### config.mk
export PLATFORM = sky130hd
export DESIGN_NAME = wael_top
export DESIGN_NICKNAME = d
export VERILOG_FILES = /design/src/hw/wael_pulse.v /design/src/hw/wael_top.v
export VERILOG_INCLUDE_DIRS = /design/src /design/src/common
export SDC_FILE = /design/constraint.sdc
export NUM_CORES = 1
export LEC_CHECK = 0
export ABC_AREA = 1
export BUFFER_PORTS_ARGS = -buffer_cell sky130_fd_sc_hd__clkbuf_2
export CAP_MARGIN = 5
export CORE_ASPECT_RATIO = 0.7
export CORE_UTILIZATION = 55
export DETAILED_ROUTE_END_ITERATION = 8
export PLACE_DENSITY = 0.77
export SLEW_MARGIN = 0
export SYNTH_ARGS = -nofsm -noshare
export SYNTH_HDL_FRONTEND = slang
export SYNTH_SLANG_ARGS = --single-unit
### constraint.sdc
create_clock -name sys_clk -period 4.26 [get_ports sys_clk]
set_input_delay 0.852 -clock sys_clk [delete_from_list [all_inputs] [get_ports sys_clk]]
set_output_delay 0.852 -clock sys_clk [all_outputs]
set_load 0.1 [all_outputs]
### src/common/wael_regs.vh
// Register map, field positions and timing constants of the alert and event logic
`ifndef WAEL_REGS_VH
`define WAEL_REGS_VH

`define WAEL_ADDR_SCAN_CFG      8'h10
`define WAEL_ADDR_SCAN_EN       8'h12
`define WAEL_ADDR_NOTIFY_MASK   8'h14
`define WAEL_ADDR_CRC_MAP       8'h16
`define WAEL_ADDR_OUT_CFG       8'h17
`define WAEL_ADDR_STATUS        8'h18
`define WAEL_ADDR_UPPER_FLAGS   8'h1A
`define WAEL_ADDR_LOWER_FLAGS   8'h1C

`define WAEL_RESET_VALUE        8'h00
`define WAEL_SCAN_GO_BIT        4
`define WAEL_SCAN_STYLE_AUTO    2'h1
`define WAEL_CRC_EN_BIT         0
`define WAEL_OUT_CH_MSB         7
`define WAEL_OUT_CH_LSB         4
`define WAEL_STYLE_ACT_LOW      2'h0
`define WAEL_STYLE_ACT_HIGH     2'h1
`define WAEL_STYLE_PULSE_LOW    2'h2
`define WAEL_STYLE_PULSE_HIGH   2'h3

`define WAEL_CLK_PERIOD_NS      4
`define WAEL_PULSE_NS           1000
`define WAEL_PULSE_CYCLES       (`WAEL_PULSE_NS / `WAEL_CLK_PERIOD_NS)

`endif

### src/hw/wael_pulse.v
// Fixed-length pulse generator for the pulsed alert styles
`timescale 1ns/1ps
`include "wael_regs.vh"
module wael_pulse (
    // Clock and reset
    input  wire       sys_clk,
    input  wire       rst_n,
    // Trigger and pulse
    input  wire       trigger,
    output reg        pulse_active
);
    localparam integer PULSE_FULL = `WAEL_PULSE_CYCLES;
    localparam [7:0]   PULSE_LEN  = PULSE_FULL[7:0];
    reg [7:0] count;

    // ==========================================
    // Pulse counter
    always @(posedge sys_clk or negedge rst_n) begin
        if (!rst_n) begin
            count        <= 8'h00;
            pulse_active <= 1'b0;
        end else if (trigger) begin
            count        <= PULSE_LEN - 8'h01;
            pulse_active <= 1'b1;
        end else if (count != 8'h00) begin
            count <= count - 8'h01;
        end else begin
            pulse_active <= 1'b0;
        end
    end
endmodule

### src/hw/wael_top.v
// Alert routing, event flags and scan selection registers
`timescale 1ns/1ps
`include "wael_regs.vh"
module wael_top (
    // Clock and reset
    input  wire       sys_clk,
    input  wire       reset_n,
    // Register access from the serial decoder
    input  wire [7:0] reg_addr,
    input  wire [7:0] reg_wdata,
    input  wire       reg_wr,
    input  wire       reg_rd,
    output reg  [7:0] reg_rdata,
    // Comparator events and CRC checker
    input  wire [7:0] high_event_in,
    input  wire [7:0] low_event_in,
    input  wire       input_crc_error_flag,
    // Digital input pins and their configuration
    input  wire [7:0] gpio_pin_in,
    input  wire [7:0] pin_is_digital_in,
    // Sequencer
    input  wire       scan_step,
    output reg        scan_run,
    output reg  [7:0] scan_channel_enable_mask,
    output reg  [2:0] scan_channel,
    // Alert output channel
    output reg  [7:0] alert_gpio_sel,
    output reg  [7:0] alert_gpio_out,
    output reg        alert_internal
);
    reg       rst_meta;
    reg       rst_n;
    reg [7:0] gpio_meta;
    reg [7:0] gpio_sync;
    reg [7:0] gpio_prev;
    reg [2:0] edge_primed;
    reg [1:0] scan_style_field;
    reg       scan_go_bit;
    reg [7:0] notify_channel_mask_bits;
    reg       crc_error_notify_enable;
    reg [3:0] out_channel;
    reg [1:0] out_style;
    reg [7:0] upper_event_flags;
    reg [7:0] lower_event_flags;
    reg [7:0] masked_prev;
    reg       crc_prev;
    wire [7:0] window_event_status;
    wire [7:0] masked_status;
    wire       crc_alert;
    wire       next_alert;
    wire       new_alert;
    wire       pulse_active;
    wire [7:0] rise_edge;
    wire [7:0] fall_edge;
    wire [7:0] upper_clear;
    wire [7:0] lower_clear;
    reg        next_pin_level;

    // Next enabled channel above the current one, wrapping around
    function [2:0] next_scan_ch;
        input [7:0] mask;
        input [2:0] cur;
        integer     i;
        reg   [2:0] pick;
        reg         found;
        reg   [2:0] idx;
        begin
            pick  = cur;
            found = 1'b0;
            for (i = 1; i <= 8; i = i + 1) begin
                idx = cur + i[2:0];
                if (!found && mask[idx]) begin
                    pick  = idx;
                    found = 1'b1;
                end
            end
            next_scan_ch = pick;
        end
    endfunction

    // ==========================================
    // Reset release and pin synchronisers
    always @(posedge sys_clk or negedge reset_n) begin
        if (!reset_n) begin
            rst_meta <= 1'b0;
            rst_n    <= 1'b0;
        end else begin
            rst_meta <= 1'b1;
            rst_n    <= rst_meta;
        end
    end

    always @(posedge sys_clk or negedge rst_n) begin
        if (!rst_n) begin
            gpio_meta <= 8'h00;
            gpio_sync <= 8'h00;
            gpio_prev <= 8'h00;
            edge_primed <= 3'h0;
        end else begin
            gpio_meta <= gpio_pin_in;
            gpio_sync <= gpio_meta;
            gpio_prev <= gpio_sync;
            edge_primed <= {edge_primed[1:0], 1'b1};
        end
    end

    // No edges until the history holds real pin levels
    assign rise_edge = gpio_sync & ~gpio_prev & pin_is_digital_in & {8{edge_primed[2]}};
    assign fall_edge = ~gpio_sync & gpio_prev & pin_is_digital_in & {8{edge_primed[2]}};

    // ==========================================
    // Register writes
    assign upper_clear = (reg_wr && reg_addr == `WAEL_ADDR_UPPER_FLAGS) ? reg_wdata : 8'h00;
    assign lower_clear = (reg_wr && reg_addr == `WAEL_ADDR_LOWER_FLAGS) ? reg_wdata : 8'h00;

    always @(posedge sys_clk or negedge rst_n) begin
        if (!rst_n) begin
            scan_style_field         <= 2'h0;
            scan_go_bit              <= 1'b0;
            scan_channel_enable_mask <= `WAEL_RESET_VALUE;
            notify_channel_mask_bits <= `WAEL_RESET_VALUE;
            crc_error_notify_enable  <= 1'b0;
            out_channel              <= 4'h0;
            out_style                <= 2'h0;
            upper_event_flags        <= `WAEL_RESET_VALUE;
            lower_event_flags        <= `WAEL_RESET_VALUE;
        end else begin
            if (reg_wr) begin
                if (reg_addr == `WAEL_ADDR_SCAN_CFG) begin
                    scan_go_bit      <= reg_wdata[`WAEL_SCAN_GO_BIT];
                    scan_style_field <= reg_wdata[1:0];
                end else if (reg_addr == `WAEL_ADDR_SCAN_EN) begin
                    scan_channel_enable_mask <= reg_wdata;
                end else if (reg_addr == `WAEL_ADDR_NOTIFY_MASK) begin
                    notify_channel_mask_bits <= reg_wdata;
                end else if (reg_addr == `WAEL_ADDR_CRC_MAP) begin
                    crc_error_notify_enable <= reg_wdata[`WAEL_CRC_EN_BIT];
                end else if (reg_addr == `WAEL_ADDR_OUT_CFG) begin
                    out_channel <= reg_wdata[`WAEL_OUT_CH_MSB:`WAEL_OUT_CH_LSB];
                    out_style   <= reg_wdata[1:0];
                end
            end
            // Set wins over a same-cycle clear
            upper_event_flags <= (upper_event_flags & ~upper_clear)
                                 | high_event_in | rise_edge;
            lower_event_flags <= (lower_event_flags & ~lower_clear)
                                 | low_event_in | fall_edge;
        end
    end

    // ==========================================
    // Register reads
    always @(posedge sys_clk or negedge rst_n) begin
        if (!rst_n) begin
            reg_rdata <= 8'h00;
        end else if (reg_rd) begin
            if (reg_addr == `WAEL_ADDR_SCAN_CFG) begin
                reg_rdata <= {3'h0, scan_go_bit, 2'h0, scan_style_field};
            end else if (reg_addr == `WAEL_ADDR_SCAN_EN) begin
                reg_rdata <= scan_channel_enable_mask;
            end else if (reg_addr == `WAEL_ADDR_NOTIFY_MASK) begin
                reg_rdata <= notify_channel_mask_bits;
            end else if (reg_addr == `WAEL_ADDR_CRC_MAP) begin
                reg_rdata <= {7'h00, crc_error_notify_enable};
            end else if (reg_addr == `WAEL_ADDR_OUT_CFG) begin
                reg_rdata <= {out_channel, 2'h0, out_style};
            end else if (reg_addr == `WAEL_ADDR_STATUS) begin
                reg_rdata <= window_event_status;
            end else if (reg_addr == `WAEL_ADDR_UPPER_FLAGS) begin
                reg_rdata <= upper_event_flags;
            end else if (reg_addr == `WAEL_ADDR_LOWER_FLAGS) begin
                reg_rdata <= lower_event_flags;
            end else begin
                reg_rdata <= 8'h00;
            end
        end
    end

    // ==========================================
    // Event status and alert combine
    assign window_event_status = upper_event_flags | lower_event_flags;
    assign masked_status = window_event_status & notify_channel_mask_bits;
    assign crc_alert     = crc_error_notify_enable & input_crc_error_flag;
    assign next_alert    = (|masked_status) | crc_alert;
    assign new_alert     = (|(masked_status & ~masked_prev)) | (crc_alert & ~crc_prev);

    always @(posedge sys_clk or negedge rst_n) begin
        if (!rst_n) begin
            masked_prev    <= 8'h00;
            crc_prev       <= 1'b0;
            alert_internal <= 1'b0;
        end else begin
            masked_prev    <= masked_status;
            crc_prev       <= crc_alert;
            alert_internal <= next_alert;
        end
    end

    wael_pulse u_pulse (
        .sys_clk      (sys_clk),
        .rst_n        (rst_n),
        .trigger      (new_alert),
        .pulse_active (pulse_active)
    );

    // ==========================================
    // Output shaping and channel routing
    always @* begin
        case (out_style)
            `WAEL_STYLE_ACT_LOW:    next_pin_level = ~next_alert;
            `WAEL_STYLE_ACT_HIGH:   next_pin_level = next_alert;
            `WAEL_STYLE_PULSE_LOW:  next_pin_level = ~pulse_active;
            default:                next_pin_level = pulse_active;
        endcase
    end

    always @(posedge sys_clk or negedge rst_n) begin
        if (!rst_n) begin
            alert_gpio_sel <= 8'h00;
            alert_gpio_out <= 8'h00;
        end else begin
            alert_gpio_sel <= out_channel[3] ? 8'h00 : (8'h01 << out_channel[2:0]);
            alert_gpio_out <= {8{next_pin_level}};
        end
    end

    // ==========================================
    // Automatic scan sequencing
    always @(posedge sys_clk or negedge rst_n) begin
        if (!rst_n) begin
            scan_run     <= 1'b0;
            scan_channel <= 3'h0;
        end else begin
            scan_run <= scan_go_bit && (scan_style_field == `WAEL_SCAN_STYLE_AUTO)
                        && (scan_channel_enable_mask != 8'h00);
            if (!scan_run) begin
                scan_channel <= next_scan_ch(scan_channel_enable_mask, 3'h7);
            end else if (scan_step) begin
                scan_channel <= next_scan_ch(scan_channel_enable_mask, scan_channel);
            end
        end
    end
endmodule

### Word-level counts from Yosys, hierarchy flattened

Index checks and enable logic that the tools add are counted.

* $add $sub $neg: 8
* reduce and logical (&&, ||, !) cells: 44
* magnitude comparators: 8
* shift operators: 1
* multiplexer cells: 85
* eq/ne operators: 15
* bitwise logic cells: 31

Operator list (count)
* two-way mux 8 bit: 13
* bitwise AND 8 bit: 10
* equality test 8 x 5 -> 1 bit, second input constant: 8
* two-way mux 3 bit: 18
* two-way mux 1 bit: 45
* NOT 8 bit: 5
* OR 8 bit: 5
* less-than comparator 3 x 4 -> 1 bit, second input constant: 8
* binary-select mux 1 bit (select 3 bit): 8
* logical AND 1 bit: 18
* nonzero test 8 bit: 2
* OR reduction 8 bit: 2
* zero test 1 bit: 14
* adder 3 bit, second input constant: 4
* inequality test 8 x 1 -> 1 bit, second input constant: 1
* << shifter 1 x 3 -> 8 bit, first input constant: 1
* subtractor 8 x 1 -> 8 bit, second input constant: 1
* NOT 1 bit: 7
* adder 3 x 2 -> 3 bit, second input constant: 2
* inequality test 2 bit, second input constant: 3
* AND reduction 3 bit: 2
* AND reduction 6 bit: 1
* AND reduction 5 bit: 1
* equality test 2 x 1 -> 1 bit, second input constant: 2
* 9 further kinds: 11

* logic and storage cells: 217
* bits of input ports: 54
* output and inout port bits: 37
* register bits after elaboration: 111

### Logic depth before layout (Yosys ltp)

Gate-level depths: netlist of the first run.

* word-level depth: 41
* mapped depth: 20

### Hierarchy

A second synthesis of the first run with hierarchy kept.

* cell total of the unflattened synthesis: 648
* area, all modules: 5400.2 um^2

By module, submodules not included
* wael_top: cells each 585, instances 1, area an instance 4879.7 um^2, sequential area each 2552.4 um^2
* wael_pulse: cells each 63, instances 1, area an instance 520.5 um^2, sequential area each 225.2 um^2

### Least setup slack after synthesis of the first run

OpenSTA, ideal clock, no wires.

* kind: register to register
* from: register scan_channel[1]
* to: register scan_channel[0]
* arrival time: 2767 ps
* library setup time: 118 ps
* slack: 1375 ps
* stages on the path, launching flop included: 18
* period minus slack after synthesis: 2885 ps
* required time: 4142 ps
* path buffers: 1
* cells stage by stage: dfrtp_1 > buf_6 > inv_4 > ha_1 > inv_1 > nand3_1 > nand3_1 > nand2_1 > nor2_4 > nand2_4 > nor2_8 > nand4_1 > nand2_1 > nand2_1 > inv_2 > nor2_2 > nand3_1 > nand2_1

* longest elaborated chain between the ends: 40
* elaborated cells between the ends (all ways): 70
* classes of those cells: add/sub (7); eq/ne (2); mux (46); reduce/logical (15)

Ends and longest elaborated chain
* start, declared: RTL line wael_top.v:25 `output reg [2:0] scan_channel,`
* start signal, assigned: RTL line wael_top.v:237 `scan_channel <= next_scan_ch(scan_channel_enable_mask, 3'h7);`
* start signal, assigned: RTL line wael_top.v:239 `scan_channel <= next_scan_ch(scan_channel_enable_mask, scan_channel);`
* adder 3 x 1 -> 3 bit: RTL line wael_top.v:71 `idx = cur + i[2:0];`
* binary-select mux 1 bit (select 3 bit): RTL line wael_top.v:72 `if (!found && mask[idx]) begin`
* two-way mux 1 bit (implied by the code): RTL line wael_top.v:72
* two-way mux 1 bit: RTL line wael_top.v:72
* two-way mux 1 bit: RTL line wael_top.v:238 `end else if (scan_step) begin`
* two-way mux 1 bit: RTL line wael_top.v:236 `if (!scan_run) begin`
* zero test 1 bit: RTL line wael_top.v:72
* logical AND 1 bit: RTL line wael_top.v:72
* (+24 left out)
* logical AND 1 bit: RTL line wael_top.v:72
* two-way mux 1 bit: RTL line wael_top.v:72
* two-way mux 1 bit: RTL line wael_top.v:238
* two-way mux 1 bit: RTL line wael_top.v:236
* zero test 1 bit: RTL line wael_top.v:72
* logical AND 1 bit: RTL line wael_top.v:72
* inequality test 2 bit (no source line)
* AND reduction 3 bit (no source line)

Several ways; a longest one is shown, not always the timed one. The select of a mux whose other input is x is not followed.
A chain may end at the register's enable or synchronous reset.

### Worst setup path after layout of the first run

* from: register scan_channel[1]
* to: register scan_channel[1]

Same word-level chain as after synthesis.

==> results by group, run 1 <==
Status
  • Status: finished clean

Detailed routing
  • Starting DRT DRC Count: 489
  • Drt drc: 0
  • Number of routed nets with antenna violations: 0
  • Vias: 4,755
  • Drt total wl: 13,400 um
  • Per-cell routed wire length: 15.7 um
  • DR pass1 iterations: 5
  • Via density: 5.57

Yosys
  • Mean post-synth cell area: between 8 and 9 sq um
  • Synth cell types: 45
  • Mapped cell area: 0.00536 sq mm
  • Fraction of registers with async set/reset: 1.00
  • Top_reg_cell synth: dfrtp_1
  • Seq cells post-synth: 111
  • Yosys Warn Count: 0
  • Post-synthesis sequential area ratio: 0.519
  • Post-synth EDFFs: 0
  • Mapped Cells: around 640

Floorplanning
  • # IOs: between 90 and 100
  • # rows: 29
  • Die height: 84.6 um
  • Chip Width: around 120 um
  • Full die area: 0.0101 sq mm
  • Core area: 0.00925 sq mm
  • Initial core utilization: 0.579

CTS
  • CTS Buffer Depth: 2
  • Hold Buf Count CTS: 0
  • Post-CTS sizing: 0
  • CTS Buf Count: 9
  • CTS tree: yes
  • Clock Sinks: 111
  • Root buffer cell: clkbuf_16
  • H-tree Lvls: 3
  • Clock-pin transition on the worst setup and hold timing paths: 0.08 ns
  • Setup bufs post-CTS: 0
  • Clk_lat worst skew: 0.35 ns

Setup path
  • Worst setup EP type: flip-flop
  • R2r setup slk: approximately 1.5 ns
  • Max FO, Critical Path: 11
  • Most used cell, CP: nand2_1
  • Capturing point of the worst reg2reg path: scan_channel[1]
  • Crit. path cell count: 16
  • Reg2Reg Depth: 16
  • CP required: 4.50 ns
  • Crit path largest cell delay: a little over 0.7 ns
  • Cell family with most CP delay: simple AND/OR/NAND/NOR gates
  • CP startpoint kind: flip-flop
  • CP Buf/Inv Count: 2
  • Critical path cell sequence: inv_4, ha_1, inv_1, nand3_1, nand3_1, nand2_1, nor2_4, nand2_4, nor2_8, nand4_2, nor2_1, nor2_1, nand2_1, nand2_1, nand2_1, nand2_1
  • Crit path max-delay cell type: dfrtp_1
  • CP arrival: between 2 and 3 ns
  • Critical R2R Launch: scan_channel[1]
  • Critical path class: flip-flop to flip-flop

Power
  • Cell Pwr Density: 493 mW/mm^2
  • IR Drop Worst-Case VDD: approximately 0.00043 V
  • Leak: 3.04 nW

Global route
  • Grt total ovfl: 0
  • All-Layer GR Usage: 0.283
  • First-pass GRT wire length: 22,000 um
  • Initial antenna violation count: 0
  • Largest net degree at the start of global routing: 80
  • Vias in the first global route: roughly 4,400

Place
  • Port bufs: 90
  • Area after DPL: 0.00587 sq mm
  • RePlAce Congestion: 0.903
  • Post-DP HPWL: 9970 um

Finish
  • Commonest non-fill, non-tap cells in the layout: 161 x nand2_1, 110 x dfrtp_1, 90 x clkbuf_2
  • Commonest non-fill, non-tap cell in the layout: nand2_1
  • Share of post-route cells with drive strength above 1: 0.192
  • Layout area overhead: 15.6%
  • Fillers: 779
  • # diodes: 0
  • Final instance area: 0.00619 sq mm
  • Layout net count: 782

Timing
  • Final hold viol count: 0
  • RSZ-0062 raised after global routing: no
  • Ratio of final minimum period to clock period: 0.641
  • Final Max Tran Viols: 0
  • Final setup vio count: 0
  • Worst Skew: around 0.010 ns
  • Worst hold slack: ~0.27 ns
  • Slew @ Worst Pin: 0.998 ns
  • F_max: 0.366 GHz
  • Fin Setup TNS: 0 ns
  • Slew HR: 0.335
  • Crit path time final: 2.73 ns

Flow run
  • Number of max-cap violations: 0

Worst hold path
  • HP Class: input pin to async pin
==> cells by family (layout without fill, tap and decap cells) <==
kind of cell / count (synthesis) / in the layout / synth area share
AOI/OAI and AO/OA: 110 / 110 / 0.112
xor gates and xnor gates: 4 / 4 / 0.0114
adders and majority gates: 4 / 4 / 0.00934
buffers and inverters: 89 / 180 / 0.0722
DFF: 111 / 111 / 0.519
other: 1 / 2 / 0.000700
and+or+nand+nor: 318 / 318 / 0.276
==> final cells by class <==
class                      instances  area (sq um)  share of cell area
inverter                          73           277              0.0447
clock buffer                      10           239              0.0386
clock inverter                     6          85.1              0.0137
timing repair buffer              91           458              0.0740
sequential                       111          2780               0.449
tap                              124           155              0.0251
multi-input combinational        438          2200               0.355
==> state kept, by name, indices dropped and copies added (netlist names), 2 cells and up <==
register / cells
alert_gpio_sel: 8
edge_primed: 3
gpio_meta: 8
gpio_prev: 8
gpio_sync: 8
lower_event_flags: 8
masked_prev: 8
notify_channel_mask_bits: 8
out_channel: 4
out_style: 2
reg_rdata: 8
scan_channel: 3
scan_channel_enable_mask: 8
scan_style_field: 2
u_pulse.count: 8
upper_event_flags: 8
==> routing by layer <==
layer | share of wire | track usage
met4 | 0.012 | 0.0761
met1 | 0.49 | 0.436
met2 | 0.42 | 0.409
met3 | 0.076 | 0.0516
met5 | 0 | 0
==> cell usage after synthesis (2+ instances only) <==
| cell | number | area share |
|---|---|---|
| o21ai_1 | 10 | 0.0093 |
| nor4_1 | 5 | 0.0058 |
| o22ai_1 | 2 | 0.0023 |
| dfrtp_1 | 111 | 0.52 |
| a221oi_1 | 2 | 0.0033 |
| nand2_4 | 2 | 0.0042 |
| o2111ai_1 | 2 | 0.0033 |
| nand2_1 | 161 | 0.11 |
| o31ai_1 | 2 | 0.0028 |
| nor2_2 | 2 | 0.0023 |
| a21oi_1 | 14 | 0.013 |
| a31oi_1 | 11 | 0.013 |
| buf_4 | 7 | 0.0098 |
| clkbuf_1 | 5 | 0.0035 |
| ha_1 | 4 | 0.0093 |
| nand2_2 | 6 | 0.0070 |
| nand3_1 | 41 | 0.038 |
| nor3_1 | 5 | 0.0047 |
| inv_2 | 6 | 0.0042 |
| o21ai_0 | 63 | 0.059 |
| nand3b_1 | 11 | 0.015 |
| buf_6 | 3 | 0.0063 |
| nand4_1 | 17 | 0.020 |
| nor2_1 | 54 | 0.038 |
| nand3_2 | 7 | 0.013 |
| inv_1 | 65 | 0.046 |
==> worst max path at each step <==
stage	slack (ns)	from	end
CTS	1.57	scan_channel[1]	scan_channel[2]
floorplan	0.94	rst_n	alert_gpio_out[0]
global route	1.25	scan_channel[1]	scan_channel[2]
global placement	1.65	scan_channel[1]	scan_channel[1]
finish	1.53	scan_channel[1]	scan_channel[1]
detailed placement	1.59	scan_channel[1]	scan_channel[2]
==> stage by stage <==
| step | total power (W) | utilization | worst slack, ns | std cells |
|---|---|---|---|---|
| finish | 0.00305 | 0.669 | 1.53 | 853 |
| global route | 0.00319 | 0.669 | 1.25 | 853 |
| CTS | 0.00305 | 0.669 | 1.57 | 853 |
| detailed placement | 0.00216 | 0.634 | 1.59 | 837 |
| global placement | 0.00214 | 0.634 | 1.65 | 837 |
| floorplan | 0.00201 | - | 0.939 | 638 |
==> where the power goes <==
part           switching (W)  internal [W]  total, W
Combinational       0.000707      0.000230  0.000937
Sequential         0.0000926       0.00112   0.00121
Clock               0.000415      0.000488  0.000903
Total                0.00121       0.00184   0.00305
Note: power is estimated with default switching activity, not from simulation.
==> run 2: changes to the inputs <==
==> constraint.sdc (replaced) <==
create_clock -name sys_clk -period 2.7 [get_ports sys_clk]
set_input_delay 0.54 -clock sys_clk [delete_from_list [all_inputs] [get_ports sys_clk]]
set_output_delay 0.54 -clock sys_clk [all_outputs]
set_load 0.1 [all_outputs]
==> run 2 against run 1 <==
  * Via count grew 1.7%
  * Non-clock buffer count grew 4
  * Wire length shrank 1.7%
  * Combinational power grew 63%
  * Clock power grew 53%
  * Die area is the same
  * Final cell count grew 0.47%
  * First-iteration DRC count shrank 3.7%
  * Final area grew 0.61%
  * Sequential power grew 55%
  * Clock skew shrank 0.0013 ns
  * Setup slack lost 1.2 ns
==> results by group, run 2 (synthesis results as in run 1) <==
Status
  • Status: finished clean

Detailed routing
  • Per-cell routed wire length: 15.3 um (-2.2%)
  • Starting DRT DRC Count: 471 (-3.7%)
  • Number of routed nets with antenna violations: 0 (unchanged)
  • Drt drc: 0 (unchanged)
  • DR pass1 iterations: 6 (+1)
  • Via density: 5.64 (+1.2%)
  • Vias: 4,835 (+1.7%)
  • Drt total wl: 13,100 um (-1.7%)

Timing
  • Final Max Tran Viols: 0 (unchanged)
  • Crit path time final: 2.33 ns (-0.401 ns)
  • Worst hold slack: 0.274 ns (+0.00445 ns)
  • Setup WS post-layout: 0.370 ns (-1.16 ns)
  • Final hold viol count: 0 (unchanged)
  • Slew @ Worst Pin: 0.573 ns (-0.425 ns)
  • Slew HR: 0.615 (+0.280)
  • Fin Setup TNS: 0 ns (unchanged)
  • Worst Skew: 0.00918 ns (-0.00130 ns)
  • RSZ-0062 raised after global routing: no
  • F_max: 0.429 GHz (+17%)
  • Final setup vio count: 0 (unchanged)
  • Ratio of final minimum period to clock period: 0.863 (+0.222)

Global route
  • Initial antenna violation count: 0 (unchanged)
  • All-Layer GR Usage: 0.278 (-0.00448)
  • Vias in the first global route: 4,467 (+1.4%)
  • First-pass GRT wire length: 21,900 um (-0.66%)
  • Grt total ovfl: 0 (unchanged)
  • Largest net degree at the start of global routing: 52 (-35%)

Floorplanning
  • Chip Width: 120 um (unchanged)
  • # rows: 29 (unchanged)
  • Core area: 0.00925 sq mm (unchanged)
  • Die height: 84.6 um (unchanged)
  • # IOs: 91 (unchanged)
  • Full die area: 0.0101 sq mm (unchanged)
  • Initial core utilization: 0.579 (unchanged)

Setup path
  • Critical R2R Launch: scan_channel[0]
  • Worst setup EP type: flip-flop
  • Reg2Reg Depth: 16 (unchanged)
  • CP arrival: 2.57 ns (-0.40 ns)
  • R2r setup slk: 0.37 ns (-1.16 ns)
  • Max FO, Critical Path: 9 (-2)
  • CP startpoint kind: flip-flop
  • CP required: 2.94 ns (-1.56 ns)
  • Critical path class: flip-flop to flip-flop
  • Capturing point of the worst reg2reg path: scan_channel[2]

Power
  • Leak: 3.07 nW (+0.73%)
  • IR Drop Worst-Case VDD: 0.000428 V (-0.63%)
  • Cell Pwr Density: 768 mW/mm^2 (+56%)

CTS
  • CTS Buf Count: 9 (unchanged)
  • Clock Sinks: 111 (unchanged)
  • Post-CTS sizing: 0 (unchanged)
  • CTS Buffer Depth: 2 (unchanged)
  • Clk_lat worst skew: 0.35 ns (about the same)
  • CTS tree: yes
  • Root buffer cell: clkbuf_16
  • H-tree Lvls: 3 (unchanged)
  • Clock-pin transition on the worst setup and hold timing paths: 0.07 ns (about the same)
  • Setup bufs post-CTS: 0 (unchanged)

Place
  • Worst slack at placement: 0.410 ns (-1.17 ns)
  • Port bufs: 90 (unchanged)
  • Post-DP HPWL: 9880 um (-0.81%)
  • RePlAce Congestion: 0.933 (+3.3%)

Finish
  • Share of post-route cells with drive strength above 1: 0.198 (+0.00577)
  • Commonest non-fill, non-tap cells in the layout: 161 x nand2_1, 108 x dfrtp_1, 90 x clkbuf_2
  • Layout net count: 786 (+0.51%)
  • Commonest non-fill, non-tap cell in the layout: nand2_1
  • Layout area overhead: 16.3%
  • # diodes: 0 (unchanged)

Flow run
  • Number of max-cap violations: 0 (unchanged)

Worst hold path
  • HP Class: flip-flop to async pin
## run 2: per-layer routing
metal  share of wire  track usage  vias up
li1                -            -     2282
met1            0.46        0.413     2289
met4           0.011       0.0784        0
met5               0            0        -
met3           0.081       0.0523       19
met2            0.44        0.417      245
## run 2: power breakdown
part / total, W / switching [W] / internal, W
clock: 0.00138 / 0.000614 / 0.000761
sequential: 0.00188 / 0.000113 / 0.00177
combinational: 0.00153 / 0.00115 / 0.000375
total: 0.00478 / 0.00188 / 0.00291
## run 2: worst max-delay path by stage
| stage | from | endpoint | slack [ns] | cells after the start |
|---|---|---|---|---|
| floorplan | scan_channel[1] | scan_channel[0] | 0.1 | 17 |
| global placement | scan_channel[0] | scan_channel[0] | 0.48 | 16 |
| detailed placement | scan_channel[0] | scan_channel[0] | 0.41 | 16 |
| CTS | scan_channel[0] | scan_channel[0] | 0.39 | 16 |
| global route | scan_channel[0] | scan_channel[1] | 0.10 | 16 |
| finish | scan_channel[0] | scan_channel[2] | 0.37 | 16 |
## run 2: critical path, stage by stage (launching register included)
cell and delay, ns:
dfrtp_2 0.41, inv_2 0.13, ha_1 0.32, inv_1 0.18, nand3_1 0.15, nand3_1 0.11, nand2_1 0.08, nor2_4 0.13
nand2_4 0.08, nor2_8 0.11, nand3_2 0.12, o21ai_1 0.16, inv_1 0.05, nand2_1 0.06, nand2_1 0.04, nand2_1 0.05
nand2_1 0.04
## run 2: timing repair
item                                    in CTS  in global routing
hold endpoints to repair                     2                  0
hold buffers                                 1                  0
endpoints found under the setup margin       0                  0
## run 2: area by class of cell
class | instances | area, sq um
clock inverter | 6 | 75.1
multi-input combinational | 438 | 2200
sequential | 111 | 2780
inverter | 73 | 277
clock buffer | 10 | 239
tap | 124 | 155
fill | 758 | 3020
timing repair buffer | 95 | 503
## run 2: per-stage QoR
stage	utilization	std cells	power, W	instance area (sq um)
2_1_floorplan	-	638	0.00317	5360
3_3_place_gp	0.638	840	0.00339	5900
3_5_place_dp	0.638	840	0.00342	5900
4_1_cts	0.673	857	0.00479	6230
5_1_grt	0.673	857	0.00502	6230
6_report	0.673	857	0.00478	6230
